==> src/hdl/pll_cal_pkg.sv <==
`default_nettype none
package pll_cal_pkg;
    // timing base
    localparam int CLK_MHZ        = 125;             // mclk rate in MHz
    localparam int US_CYCLES      = CLK_MHZ;         // mclk cycles per microsecond
    localparam int MS_US          = 1000;            // microseconds per millisecond
    localparam int SETTLE_STEP_US = 10;              // settling field step
    localparam int RC_CAL_MS      = 2;               // forced rc calibration length
    localparam int RC_CAL_US      = RC_CAL_MS * MS_US;
    localparam int FINE_CAL_S     = 30;              // rc fine calibration period
    localparam int FINE_CAL_MS    = FINE_CAL_S * 1000;
    localparam int PRE_MULT       = 4;               // preamble window multiplier
    // register indices; byte address is four times the index
    localparam logic [7:0] IDX_TUNE       = 8'h53;
    localparam logic [7:0] IDX_BOOST      = 8'h54;
    localparam logic [7:0] IDX_CAL        = 8'h55;
    localparam logic [7:0] IDX_IRQ_STATUS = 8'h60;
    localparam logic [7:0] IDX_IRQ_ENABLE = 8'h61;
    localparam logic [7:0] IDX_IRQ_CLEAR  = 8'h62;
    // reset values
    localparam logic [7:0] TUNE_RST  = 8'h52;
    localparam logic [7:0] BOOST_RST = 8'h54;
    localparam logic [7:0] CAL_RST   = 8'h44;
    // field positions
    localparam int TS_HI = 7, TS_LO = 3, TO_HI = 2, TO_LO = 0;
    localparam int PRE_HI = 5, PRE_LO = 2, REGB_BIT = 1, BIAS_BIT = 0;
    localparam int XHALF_BIT = 6, ADCDONE_BIT = 5, FINE_BIT = 4, RCCAL_BIT = 3;
    localparam int VDP_BIT = 2, VCOCAL_BIT = 1, SKIP_BIT = 0;
    // interrupt bits
    localparam int IRQ_W = 4;
    localparam int IRQ_VCO = 0, IRQ_RC = 1, IRQ_SETTLED = 2, IRQ_ADC = 3;
    localparam int SETTLE_W = 9;                     // up to 380 us
    localparam int CNT_W = 16;                       // slow counters

    // steering levels to the analog side
    typedef struct packed {
        logic       xtal_wake_half;
        logic       amp_regulator_boost;
        logic       amp_bias_boost;
        logic [5:0] preamble_window_bits;
        logic       skip_vco_cal;
        logic       vco_cal_double;
    } analog_ctrl_t;

    // levels from the chip's own state logic
    typedef struct packed {
        logic synth_enable;
        logic chip_idle;
        logic wake_timer_en;
        logic wake_on_rx;
        logic rc_osc_enabled;
        logic adc_cal_finished;
    } chip_state_t;

    typedef enum logic [1:0] {
        SYN_IDLE   = 2'b00,
        SYN_CAL    = 2'b01,
        SYN_SETTLE = 2'b10
    } syn_state_t;

    typedef enum logic [0:0] {
        RC_IDLE = 1'b0,
        RC_RUN  = 1'b1
    } rc_state_t;
endpackage
`default_nettype wire

==> src/hdl/pll_tune_and_calibration_ctrl.sv <==
`default_nettype none
// Operation
// - cold start settles soft plus post-cal time
// - soft settle field: 10 us steps
// - post-cal settle field: 10 us steps
// - preamble window is threshold times four
// - half crystal wake time when set
// - adc cal done reads one when finished
// - fine rc calibration every 30 s
// - rising force bit: 2 ms rc cal, self-clear
// - auto rc cal on wake timer/wake-on-rx
// - rc cal only while rc oscillator on
// - double precision lengthens vco calibration
// - vco force in idle with synth on
// - skip vco cal on idle to tx/rx
module pll_tune_and_calibration_ctrl
    import pll_cal_pkg::*;
#(
    parameter int US_DIV         = US_CYCLES,    // cycles per microsecond tick
    parameter int RC_CAL_TICKS   = RC_CAL_US,    // rc cal length in us ticks
    parameter int FINE_CAL_TICKS = FINE_CAL_MS   // fine cal period in ms ticks
) (
    // clock and reset
    input  wire logic         mclk,
    input  wire logic         rst_n,
    // avalon-mm slave
    input  wire logic [9:0]   address,
    input  wire logic         read,
    input  wire logic         write,
    input  wire logic [31:0]  writedata,
    input  wire logic [3:0]   byteenable,
    output logic      [31:0]  readdata,
    output logic              waitrequest,
    // chip state and sequencer
    input  wire chip_state_t  chip_state,
    input  wire logic         txrx_req,
    input  wire logic         retune_req,
    input  wire logic         vco_cal_finished,
    // controls out
    output analog_ctrl_t      analog_ctrl,
    output logic              vco_cal_start,
    output logic              vco_cal_busy,
    output logic              synth_settled,
    output logic              rc_cal_active,
    output logic              rc_cal_fine,
    output logic              irq
);

    // linear: ten us per step
    function automatic logic [SETTLE_W-1:0] settle_us(input logic [4:0] steps);
        settle_us = SETTLE_W'(steps * SETTLE_STEP_US);
    endfunction

    // register contents
    logic [7:0]       tune_reg;       // settle fields
    logic [7:0]       boost_reg;      // preamble and boost bits
    logic             xtal_half;      // halved crystal wake
    logic             fine_en;        // fine rc cal enable
    logic             rc_force;       // forced rc cal pending or running
    logic             vco_double;     // double precision vco cal
    logic             vco_force;      // forced vco cal pending or running
    logic             skip_vco;       // skip cal on idle to tx/rx
    logic [IRQ_W-1:0] irq_status;     // sticky events
    logic [IRQ_W-1:0] irq_enable;     // event mask
    // bus handshake
    logic             ack;            // answer given this cycle
    logic             wr_take;        // write takes effect
    logic [7:0]       idx;            // register index
    logic [7:0]       wbyte;          // low write byte
    // timing
    logic [6:0]       us_cnt;         // microsecond divider
    logic             us_tick;        // one pulse per us
    logic [9:0]       ms_cnt;         // millisecond divider
    logic             ms_tick;        // one pulse per ms
    // sequencers
    syn_state_t       syn_state;
    rc_state_t        rc_state;
    logic [SETTLE_W-1:0] settle_cnt;  // settle time left in us
    logic [CNT_W-1:0] rc_cnt;         // rc cal time left in us
    logic [CNT_W-1:0] fine_cnt;       // ms elapsed in the fine cal period
    logic             wake_prev;      // previous wake condition
    logic             adc_prev;       // previous adc done
    // events
    logic             vco_force_go;   // accepted vco force write
    logic             rc_force_go;    // accepted rc force write
    logic             rc_start;       // any rc cal starts
    logic             rc_done;        // rc cal ends
    logic             settle_done;    // settling interval ends
    logic             wake_now;       // auto rc cal condition
    logic [IRQ_W-1:0] irq_set;        // events this cycle

    assign idx   = address[9:2];
    assign wbyte = writedata[7:0];

    // one wait cycle, answer at the second edge
    always_ff @(posedge mclk) begin
        if (!rst_n) begin
            ack <= 1'b0;
        end else begin
            ack <= (read | write) & ~ack;
        end
    end
    assign waitrequest = (read | write) & ~ack;
    assign wr_take     = write & ack & byteenable[0];

    // microsecond enable from mclk
    always_ff @(posedge mclk) begin
        if (!rst_n) begin
            us_cnt <= 7'h00;
        end else if (us_tick) begin
            us_cnt <= 7'h00;
        end else begin
            us_cnt <= us_cnt + 7'h01;
        end
    end
    assign us_tick = (us_cnt == 7'(US_DIV - 1));

    // millisecond enable from the us tick
    always_ff @(posedge mclk) begin
        if (!rst_n) begin
            ms_cnt <= 10'h000;
        end else if (ms_tick) begin
            ms_cnt <= 10'h000;
        end else if (us_tick) begin
            ms_cnt <= ms_cnt + 10'h001;
        end
    end
    assign ms_tick = us_tick & (ms_cnt == 10'(MS_US - 1));

    // plain read/write registers
    always_ff @(posedge mclk) begin
        if (!rst_n) begin
            tune_reg   <= TUNE_RST;
            boost_reg  <= BOOST_RST;
            xtal_half  <= CAL_RST[XHALF_BIT];
            fine_en    <= CAL_RST[FINE_BIT];
            vco_double <= CAL_RST[VDP_BIT];
            skip_vco   <= CAL_RST[SKIP_BIT];
            irq_enable <= '0;
        end else if (wr_take) begin
            unique case (idx)
                IDX_TUNE:       tune_reg  <= wbyte;
                IDX_BOOST:      boost_reg <= wbyte;
                IDX_CAL: begin
                    xtal_half  <= wbyte[XHALF_BIT];
                    fine_en    <= wbyte[FINE_BIT];
                    vco_double <= wbyte[VDP_BIT];
                    skip_vco   <= wbyte[SKIP_BIT];
                end
                IDX_IRQ_ENABLE: irq_enable <= wbyte[IRQ_W-1:0];
                default: ;          // unmapped writes ignored
            endcase
        end
    end

    // force writes that are accepted
    assign vco_force_go = wr_take & (idx == IDX_CAL) & wbyte[VCOCAL_BIT] & ~vco_force
                          & chip_state.chip_idle & chip_state.synth_enable
                          & (syn_state == SYN_IDLE);
    assign rc_force_go  = wr_take & (idx == IDX_CAL) & wbyte[RCCAL_BIT] & ~rc_force
                          & chip_state.rc_osc_enabled;

    // vco force held until cal ends
    always_ff @(posedge mclk) begin
        if (!rst_n) begin
            vco_force <= 1'b0;
        end else if (vco_force_go) begin
            vco_force <= 1'b1;
        end else if (syn_state == SYN_CAL && vco_cal_finished) begin
            vco_force <= 1'b0;
        end
    end

    // vco cal and settle sequencer
    always_ff @(posedge mclk) begin
        if (!rst_n) begin
            syn_state  <= SYN_IDLE;
            settle_cnt <= '0;
        end else begin
            unique case (syn_state)
                SYN_IDLE: begin
                    if (vco_force_go || (txrx_req && !skip_vco)) begin
                        syn_state <= SYN_CAL;
                    end else if (txrx_req || retune_req) begin
                        // no calibration: soft settle only
                        syn_state  <= SYN_SETTLE;
                        settle_cnt <= settle_us(tune_reg[TS_HI:TS_LO]);
                    end
                end
                SYN_CAL: begin
                    if (vco_cal_finished) begin
                        // cold start: soft plus post-cal time
                        syn_state  <= SYN_SETTLE;
                        settle_cnt <= settle_us(tune_reg[TS_HI:TS_LO])
                                    + settle_us({2'b00, tune_reg[TO_HI:TO_LO]});
                    end
                end
                SYN_SETTLE: begin
                    if (settle_cnt == '0) begin
                        syn_state <= SYN_IDLE;
                    end else if (us_tick) begin
                        settle_cnt <= settle_cnt - SETTLE_W'(1);
                    end
                end
                default: syn_state <= SYN_IDLE;
            endcase
        end
    end
    assign settle_done = (syn_state == SYN_SETTLE) && (settle_cnt == '0);

    // one start pulse per calibration
    always_ff @(posedge mclk) begin
        if (!rst_n) begin
            vco_cal_start <= 1'b0;
        end else begin
            vco_cal_start <= (syn_state == SYN_IDLE)
                             && (vco_force_go || (txrx_req && !skip_vco));
        end
    end

    // settled level
    always_ff @(posedge mclk) begin
        if (!rst_n) begin
            synth_settled <= 1'b0;
        end else if (settle_done) begin
            synth_settled <= 1'b1;
        end else if (syn_state != SYN_IDLE) begin
            synth_settled <= 1'b0;
        end
    end
    assign vco_cal_busy = (syn_state == SYN_CAL);

    // auto rc cal on wake entry
    assign wake_now = chip_state.wake_timer_en | chip_state.wake_on_rx;
    always_ff @(posedge mclk) begin
        if (!rst_n) begin
            wake_prev <= 1'b0;
            adc_prev  <= 1'b0;
        end else begin
            wake_prev <= wake_now;
            adc_prev  <= chip_state.adc_cal_finished;
        end
    end

    // fine calibration period counter
    always_ff @(posedge mclk) begin
        if (!rst_n) begin
            fine_cnt <= '0;
        end else if (!fine_en || !chip_state.rc_osc_enabled) begin
            fine_cnt <= '0;
        end else if (ms_tick) begin
            if (fine_cnt == CNT_W'(FINE_CAL_TICKS - 1)) begin
                fine_cnt <= '0;
            end else begin
                fine_cnt <= fine_cnt + CNT_W'(1);
            end
        end
    end

    // rc start, oscillator on only
    assign rc_start = (rc_state == RC_IDLE) && chip_state.rc_osc_enabled && (
                      rc_force_go || (wake_now && !wake_prev)
                      || (fine_en && ms_tick
                          && fine_cnt == CNT_W'(FINE_CAL_TICKS - 1)));
    assign rc_done  = (rc_state == RC_RUN) && (rc_cnt == '0);

    // rc oscillator calibration timer
    always_ff @(posedge mclk) begin
        if (!rst_n) begin
            rc_state    <= RC_IDLE;
            rc_cnt      <= '0;
            rc_cal_fine <= 1'b0;
        end else begin
            unique case (rc_state)
                RC_IDLE: begin
                    if (rc_start || (rc_force && chip_state.rc_osc_enabled)) begin
                        rc_state    <= RC_RUN;
                        rc_cnt      <= CNT_W'(RC_CAL_TICKS);
                        rc_cal_fine <= fine_en && !rc_force_go && !rc_force;
                    end
                end
                RC_RUN: begin
                    if (!chip_state.rc_osc_enabled || rc_cnt == '0) begin
                        rc_state    <= RC_IDLE;
                        rc_cal_fine <= 1'b0;
                    end else if (us_tick) begin
                        rc_cnt <= rc_cnt - CNT_W'(1);
                    end
                end
                default: rc_state <= RC_IDLE;
            endcase
        end
    end
    assign rc_cal_active = (rc_state == RC_RUN);

    // rc force: pending or running
    always_ff @(posedge mclk) begin
        if (!rst_n) begin
            rc_force <= 1'b0;
        end else if (rc_force_go) begin
            rc_force <= 1'b1;
        end else if (rc_done || !chip_state.rc_osc_enabled) begin
            rc_force <= 1'b0;
        end
    end

    // sticky status, set wins over clear
    assign irq_set[IRQ_VCO]     = (syn_state == SYN_CAL) && vco_cal_finished;
    assign irq_set[IRQ_RC]      = rc_done;
    assign irq_set[IRQ_SETTLED] = settle_done;
    assign irq_set[IRQ_ADC]     = chip_state.adc_cal_finished && !adc_prev;
    always_ff @(posedge mclk) begin
        if (!rst_n) begin
            irq_status <= '0;
        end else if (wr_take && idx == IDX_IRQ_CLEAR) begin
            irq_status <= (irq_status & ~wbyte[IRQ_W-1:0]) | irq_set;
        end else begin
            irq_status <= irq_status | irq_set;
        end
    end

    // level interrupt
    always_ff @(posedge mclk) begin
        if (!rst_n) begin
            irq <= 1'b0;
        end else begin
            irq <= |(irq_status & irq_enable);
        end
    end

    // read data, registered at the first edge, held for the answer
    always_ff @(posedge mclk) begin
        if (!rst_n) begin
            readdata <= 32'h0000_0000;
        end else if (read && !ack) begin
            unique case (idx)
                IDX_TUNE:       readdata <= {24'h00_0000, tune_reg};
                IDX_BOOST:      readdata <= {24'h00_0000, boost_reg};
                IDX_CAL:        readdata <= {24'h00_0000, 1'b0, xtal_half,
                                             chip_state.adc_cal_finished,
                                             fine_en, rc_force, vco_double,
                                             vco_force, skip_vco};
                IDX_IRQ_STATUS: readdata <= {28'h000_0000, irq_status};
                IDX_IRQ_ENABLE: readdata <= {28'h000_0000, irq_enable};
                default:        readdata <= 32'h0000_0000; // unmapped and clear
            endcase
        end
    end

    // analog steering, straight from registers
    always_ff @(posedge mclk) begin
        if (!rst_n) begin
            analog_ctrl <= '0;
        end else begin
            analog_ctrl.xtal_wake_half       <= xtal_half;
            analog_ctrl.amp_regulator_boost  <= boost_reg[REGB_BIT];
            analog_ctrl.amp_bias_boost       <= boost_reg[BIAS_BIT];
            analog_ctrl.preamble_window_bits <=
                6'(boost_reg[PRE_HI:PRE_LO] * PRE_MULT);
            analog_ctrl.skip_vco_cal         <= skip_vco;
            analog_ctrl.vco_cal_double       <= vco_double;
        end
    end

endmodule
`default_nettype wire

==> config.mk <==
export PLATFORM = sky130hd
export DESIGN_NAME = pll_tune_and_calibration_ctrl
export DESIGN_NICKNAME = d
export VERILOG_FILES = /design/src/hdl/pll_cal_pkg.sv /design/src/hdl/pll_tune_and_calibration_ctrl.sv
export SDC_FILE = /design/constraint.sdc
export NUM_CORES = 1
export LEC_CHECK = 0
export BUFFER_PORTS_ARGS = -buffer_cell sky130_fd_sc_hd__buf_2
export CORE_AREA = 2 2 163 165
export CTS_CLUSTER_DIAMETER = 150
export DETAILED_ROUTE_END_ITERATION = 7
export DIE_AREA = 0 0 165 167
export PLACE_DENSITY = 0.42
export REMOVE_ABC_BUFFERS = 1
export SYNTH_ARGS = -nofsm -noshare
export SYNTH_HDL_FRONTEND = slang
export SYNTH_SLANG_ARGS = --single-unit
==> constraint.sdc <==
create_clock -name mclk -period 8.3 [get_ports mclk]
set_input_delay 0.83 -clock mclk [delete_from_list [all_inputs] [get_ports mclk]]
set_output_delay 0.83 -clock mclk [all_outputs]
set_load 0.03 [all_outputs]
Word-level counts from Yosys, hierarchy flattened
Cells that the tools add are included.
{ "word_totals": {"mem_bits_rw": 0, "inputBits": 59, "n_memories": 0, "latch_bits": 0, "ff_bits": 141, "elab_cells": 169, "rom_bits": 0} }
{ "classes": {"n_bitwise": 25, "div_mod_pow": 0, "multipliers": 2, "shift": 0, "muxes": 30, "n_eq_ne": 22, "order_cmp": 0, "addsub": 6, "reduce_logical": 52} }
{ "op_table": {"columns": ["cell", "n"], "rows": [
  ["16-bit two-way mux", 4],
  ["8-bit by 7-bit equality test with 1-bit output (second input constant)", 6],
  ["9-bit two-way mux", 5],
  ["8-bit case mux with 5 select lines", 1],
  ["16-bit case mux with 2 select lines", 1],
  ["9-bit case mux with 3 select lines", 1],
  ["16-bit by 1-bit adder with 16-bit output (second input constant)", 1],
  ["16-bit by 15-bit equality test with 1-bit output (second input constant)", 1],
  ["1-bit logical AND", 16],
  ["16-bit logical NOT", 1],
  ["2-bit inequality test (second input constant)", 8],
  ["16-bit by 1-bit subtractor with 16-bit output (second input constant)", 1],
  ["1-bit AND", 13],
  ["10-bit by 1-bit adder with 10-bit output (second input constant)", 1],
  ["10-bit equality test (second input constant)", 1],
  ["1-bit two-way mux", 10],
  ["2-bit AND reduction", 5],
  ["9-bit by 7-bit adder with 9-bit output", 1],
  ["9-bit logical NOT", 1],
  ["9-bit by 1-bit subtractor with 9-bit output (second input constant)", 1],
  ["4-bit AND", 2],
  ["1-bit logical NOT", 8],
  ["1-bit logical OR", 8],
  ["5-bit by 3-bit multiplier with 8-bit output (second input constant)", 1],
  ["other kinds (22)", 39]
]} }

Logic depth before layout (Yosys ltp)
{ "depth": {"ltp_word": 12, "depth_mapped": 11, "mapped_depth_nobuf": 11} }

Worst setup path after synthesis
Ideal clock, no wire load.
{ "synth_timing": {"path_kind": "reg-to-reg", "from": "register tune_reg[4]", "to": "register settle_cnt[8]", "path_slack_ps": 5596, "stages_incl_launch_ff": 12, "setup_time_ps": 74, "period_less_slack_ps": 2704, "required_time_ps": 8226, "arrival_time_ps": 2629, "path_cell_list": "dfxtp_1 > ha_1 > ha_1 > fa_1 > xor2_1 > ha_1 > o21a_1 > nor2_1 > nor4b_1 > mux2i_1 > nand3_1 > a31oi_1"} }
{ "synth_between": {"elab_chain_len": 4, "word_cells_on_any_way": 6, "classes_between": "add/sub (1); mul (1); mux (4)"} }
{ "synth_rtl": {"columns": ["element", "line", "source"], "rows": [
  ["from (decl)", "pll_tune_and_calibration_ctrl.sv:55", "logic [7:0] tune_reg;"],
  ["from (signal assigned)", "pll_tune_and_calibration_ctrl.sv:142", "IDX_TUNE: tune_reg <= wbyte;"],
  ["5-bit by 3-bit multiplier with 8-bit output *", "pll_tune_and_calibration_ctrl.sv:51", "settle_us = SETTLE_W'(steps * SETTLE_STEP_US);"],
  ["9-bit by 7-bit adder with 9-bit output or 9-bit two-way mux (tied branches)", "pll_tune_and_calibration_ctrl.sv:195, pll_tune_and_calibration_ctrl.sv:184", null],
  ["9-bit two-way mux (on tied branches)", "pll_tune_and_calibration_ctrl.sv:191, pll_tune_and_calibration_ctrl.sv:182", null],
  ["9-bit case mux with 3 select lines *", "pll_tune_and_calibration_ctrl.sv:180", "unique case (syn_state)"],
  ["to (signal assigned)", "pll_tune_and_calibration_ctrl.sv:187", "settle_cnt <= settle_us(tune_reg[TS_HI:TS_LO]);"],
  ["to (signal assigned)", "pll_tune_and_calibration_ctrl.sv:194", "settle_cnt <= settle_us(tune_reg[TS_HI:TS_LO])"],
  ["to (signal assigned)", "pll_tune_and_calibration_ctrl.sv:202", "settle_cnt <= settle_cnt - SETTLE_W'(1);"],
  ["to (decl)", "pll_tune_and_calibration_ctrl.sv:78", "logic [SETTLE_W-1:0] settle_cnt;"]
]} }
Mark *: on every way between the ends. The rest lies on a longest branch, timed or not. The select of a mux whose other input is x is not followed.
A chain may end at the register's enable or synchronous reset.

Worst setup path after layout
Same ends and word-level chain as after synthesis.

==> flow_metrics.tcl <==
set metrics [dict create \
    leakage_uw 0.00279 \
    r2r-start "tune_reg[4]$_SDFFE_PN1P_" \
    grt_pass1_vias 4945 \
    skew_ps 7.42 \
    slew_viol_final 0 \
    cpLargestDelayFamily "adder cells" \
    slowest_delay_ps 540 \
    gp_congestion 0.728 \
    nets 854 \
    ff2ff_path_depth 11 \
    reg2reg_slack_ps 5050 \
    fmax_mhz 308 \
    insertion_delay_ps 410 \
    dr.first_iter.drc_count 256 \
    cp-start-kind "flop" \
    async_flop_share_pct 0 \
    crit_top_cell "ha_1" \
    synth_cell_types 73 \
    synth_seq_area_share_pct 37.8 \
    irDropWorstVdd_uv 114 \
    rows 59 \
    worstMarginPinSlew_ps 768 \
    first_pass_iters 5 \
    gr-usage-all-layers_pct 12.3 \
    die_h_um 167 \
    relSlewSlack_pct 48.1 \
    htree_levels 4 \
    synth_ff_type "dfxtp_1" \
    numCtsBuffers 17 \
    ys_warn_count 0 \
    clk_pin_slew_ps 60 \
    hpwl_um 11700 \
    cts.sinks 115 \
    status "finished, final reports clean" \
    cts_tree "yes" \
    drc 0 \
    post-cts-setup-buffers 0 \
    period_needed_ps 3250 \
    root_buffer "clkbuf_16" \
    finalWirelength_um 16300 \
    clk_path_buf_depth 2 \
    worstPathRequired_ps 8640 \
    viasPerCell 4.56 \
    timing.rr.end "settle_cnt[8]$_SDFFE_PN0P_" \
    drive_gt1_share_pct 14.5 \
    setup.worst_path.end_class "flop" \
    synthCells 721 \
    fillerInstances 2781 \
    grt_max_degree 49 \
    avgSynthCellArea_um2 8.44 \
    grt_first_pass_wirelength_um 26400 \
    period_share_pct 39.1 \
    cp.depth 11 \
    yosysTopAreaCell "dfxtp_1" \
    dpl-instance-area_um2 6580 \
    ctsHoldBuffers 0 \
    fin_tns_setup_ps 0 \
    grt-ovfl-total 0 \
    die_area_um2 27600 \
    path_cells "ha_1 > ha_1 > fa_1 > xor2_1 > ha_1 > o21a_1 > nor2_1 > nor4b_1 > mux2i_1 > nand3_1 > a31oi_1" \
    ys_top_cells_by_area "dfxtp_1, ha_1, nor2_1" \
    ctsResizeCount 0 \
    hold_path.class "reg2reg" \
    power.density_nw_per_um2 241 \
    synth_edf_count 0 \
    num_vias 5089 \
    drv_cap 0 \
    start_util_pct 23.6 \
    slowest_stage "dfxtp_1" \
    io_pins 109 \
    startpoint "tune_reg[4]$_SDFFE_PN1P_" \
    crit_buf_inv 0 \
    endpoint "settle_cnt[8]$_SDFFE_PN0P_" \
    rsz0062_at_grt "false" \
    area_growth_pct 18.0 \
    ant_nets 0 \
    critPathArrivalTime_ps 3590 \
    setup-violations-final 0 \
    die_width_um 165 \
    portBuffers 53 \
    path_max_fanout 6 \
    largestRegisters "fine_cnt (16), rc_cnt (16), ms_cnt (10)" \
    yosysTopAreaCellShare_pct 37.8 \
    antenna_found_initial 1 \
    critPathKind "reg2reg" \
    synth_area_um2 6080 \
    hold_viol_final 0 \
    core-area_um2 25800 \
    ys_ff_latch 115 \
    final_area_um2 7180 \
    avgRoutedWirePerCell_um 14.6 \
]
## area by class of cell
| class | count | area [µm²] | share of cell area, % |
|---|---|---|---|
| well taps | 335 | 419 | 5.84 |
| multi-input cells | 555 | 3480 | 48.5 |
| clock inverters | 13 | 159 | 2.21 |
| diodes | 1 | 2.50 | 0.0348 |
| clock buffers | 19 | 443 | 6.17 |
| flip-flops and latches | 115 | 2300 | 32.1 |
| repair buffers | 56 | 288 | 4.01 |
| inverters | 23 | 86.3 | 1.20 |
## cells in the mapped netlist (19+ instances only)
library cell  count
a21oi_1          44
buf_4            26
clkbuf_1         22
dfxtp_1         115
ha_1             25
inv_1            22
mux2i_1          19
nand2_1          72
nand3_1          24
nor2_1           78
nor3_1           25
o21ai_0          37
xnor2_1          23
## routing by layer
layer	track usage (%)	up-vias	wire length [µm]
li1	-	2625	-
met5	0	-	0
met4	4.16	0	230
met2	18.7	89	7310
met3	3.16	15	703
met1	16.8	2360	8070
## stage by stage
step	total power, µW	hold slack, ps	worst slack [ps]	instances	utilization (%)
finish	1730	450	5050	1117	27.9
global route	1830	487	4910	1116	27.9
CTS	1760	453	5040	1116	27.9
detailed placement	997	445	5040	1084	25.5
global placement	1000	441	5030	1084	25.5
floorplan	899	427	5580	693	-
## logic make-up (layout without fill, tap and decap cells)
kind of cell,Yosys count,count (layout),synth area share (%)
other,1,27,0.0616
buffers and inverters,76,111,6.48
and+or+nand+nor,294,294,24.8
xor gates and xnor gates,35,35,5.04
adders and majority gates,27,27,5.80
muxes,23,23,3.87
AOI/OAI and AO/OA,150,150,16.1
DFF,115,115,37.8
## layout by cell type (no fill, tap or decap), types with 4 or more instances in the layout
master / synthesis / layout
nand2_1: 72 / 72
nor3_1: 25 / 25
nor4_1: 9 / 9
or3_1: 9 / 9
a21oi_1: 44 / 44
dfxtp_1: 115 / 115
a221oi_1: 12 / 12
mux2i_1: 19 / 19
a311oi_1: 5 / 5
inv_1: 22 / 22
mux2_2: 4 / 4
o211ai_1: 5 / 5
and2_1: 13 / 13
nor2_1: 78 / 78
a31oi_1: 7 / 7
clkbuf_16: 0 / 17
nor4b_1: 4 / 4
o31ai_1: 5 / 5
buf_2: 3 / 53
xnor2_1: 23 / 23
o21ai_0: 37 / 37
clkinv_2: 0 / 4
xor2_1: 12 / 12
a211oi_1: 7 / 7
nand4_1: 11 / 11
conb_1: 1 / 26
and3_1: 11 / 11
nand2b_1: 8 / 8
nand3_1: 24 / 24
ha_1: 25 / 25
## worst min path at each step
stage	start	to	depth (start not counted)
finish	boost_reg[7]$_SDFFE_PN0P_	boost_reg[7]$_SDFFE_PN0P_	2
detailed placement	boost_reg[7]$_SDFFE_PN0P_	boost_reg[7]$_SDFFE_PN0P_	2
global route	boost_reg[5]$_SDFFE_PN0P_	boost_reg[5]$_SDFFE_PN0P_	2
floorplan	boost_reg[7]$_SDFFE_PN0P_	boost_reg[7]$_SDFFE_PN0P_	2
CTS	boost_reg[7]$_SDFFE_PN0P_	boost_reg[7]$_SDFFE_PN0P_	2
global placement	boost_reg[7]$_SDFFE_PN0P_	boost_reg[7]$_SDFFE_PN0P_	2
## where the power goes
part           total [µW]  switching (µW)  internal (µW)
sequential            623            35.7            588
combinational         363             230            133
clock                 747             268            479
## worst min-delay path, stage by stage (launching register included)
cell,delay [ps]
dfxtp_1,310
nand2_1,50
a21oi_1,50
Power figures use the tool's default switching activity.
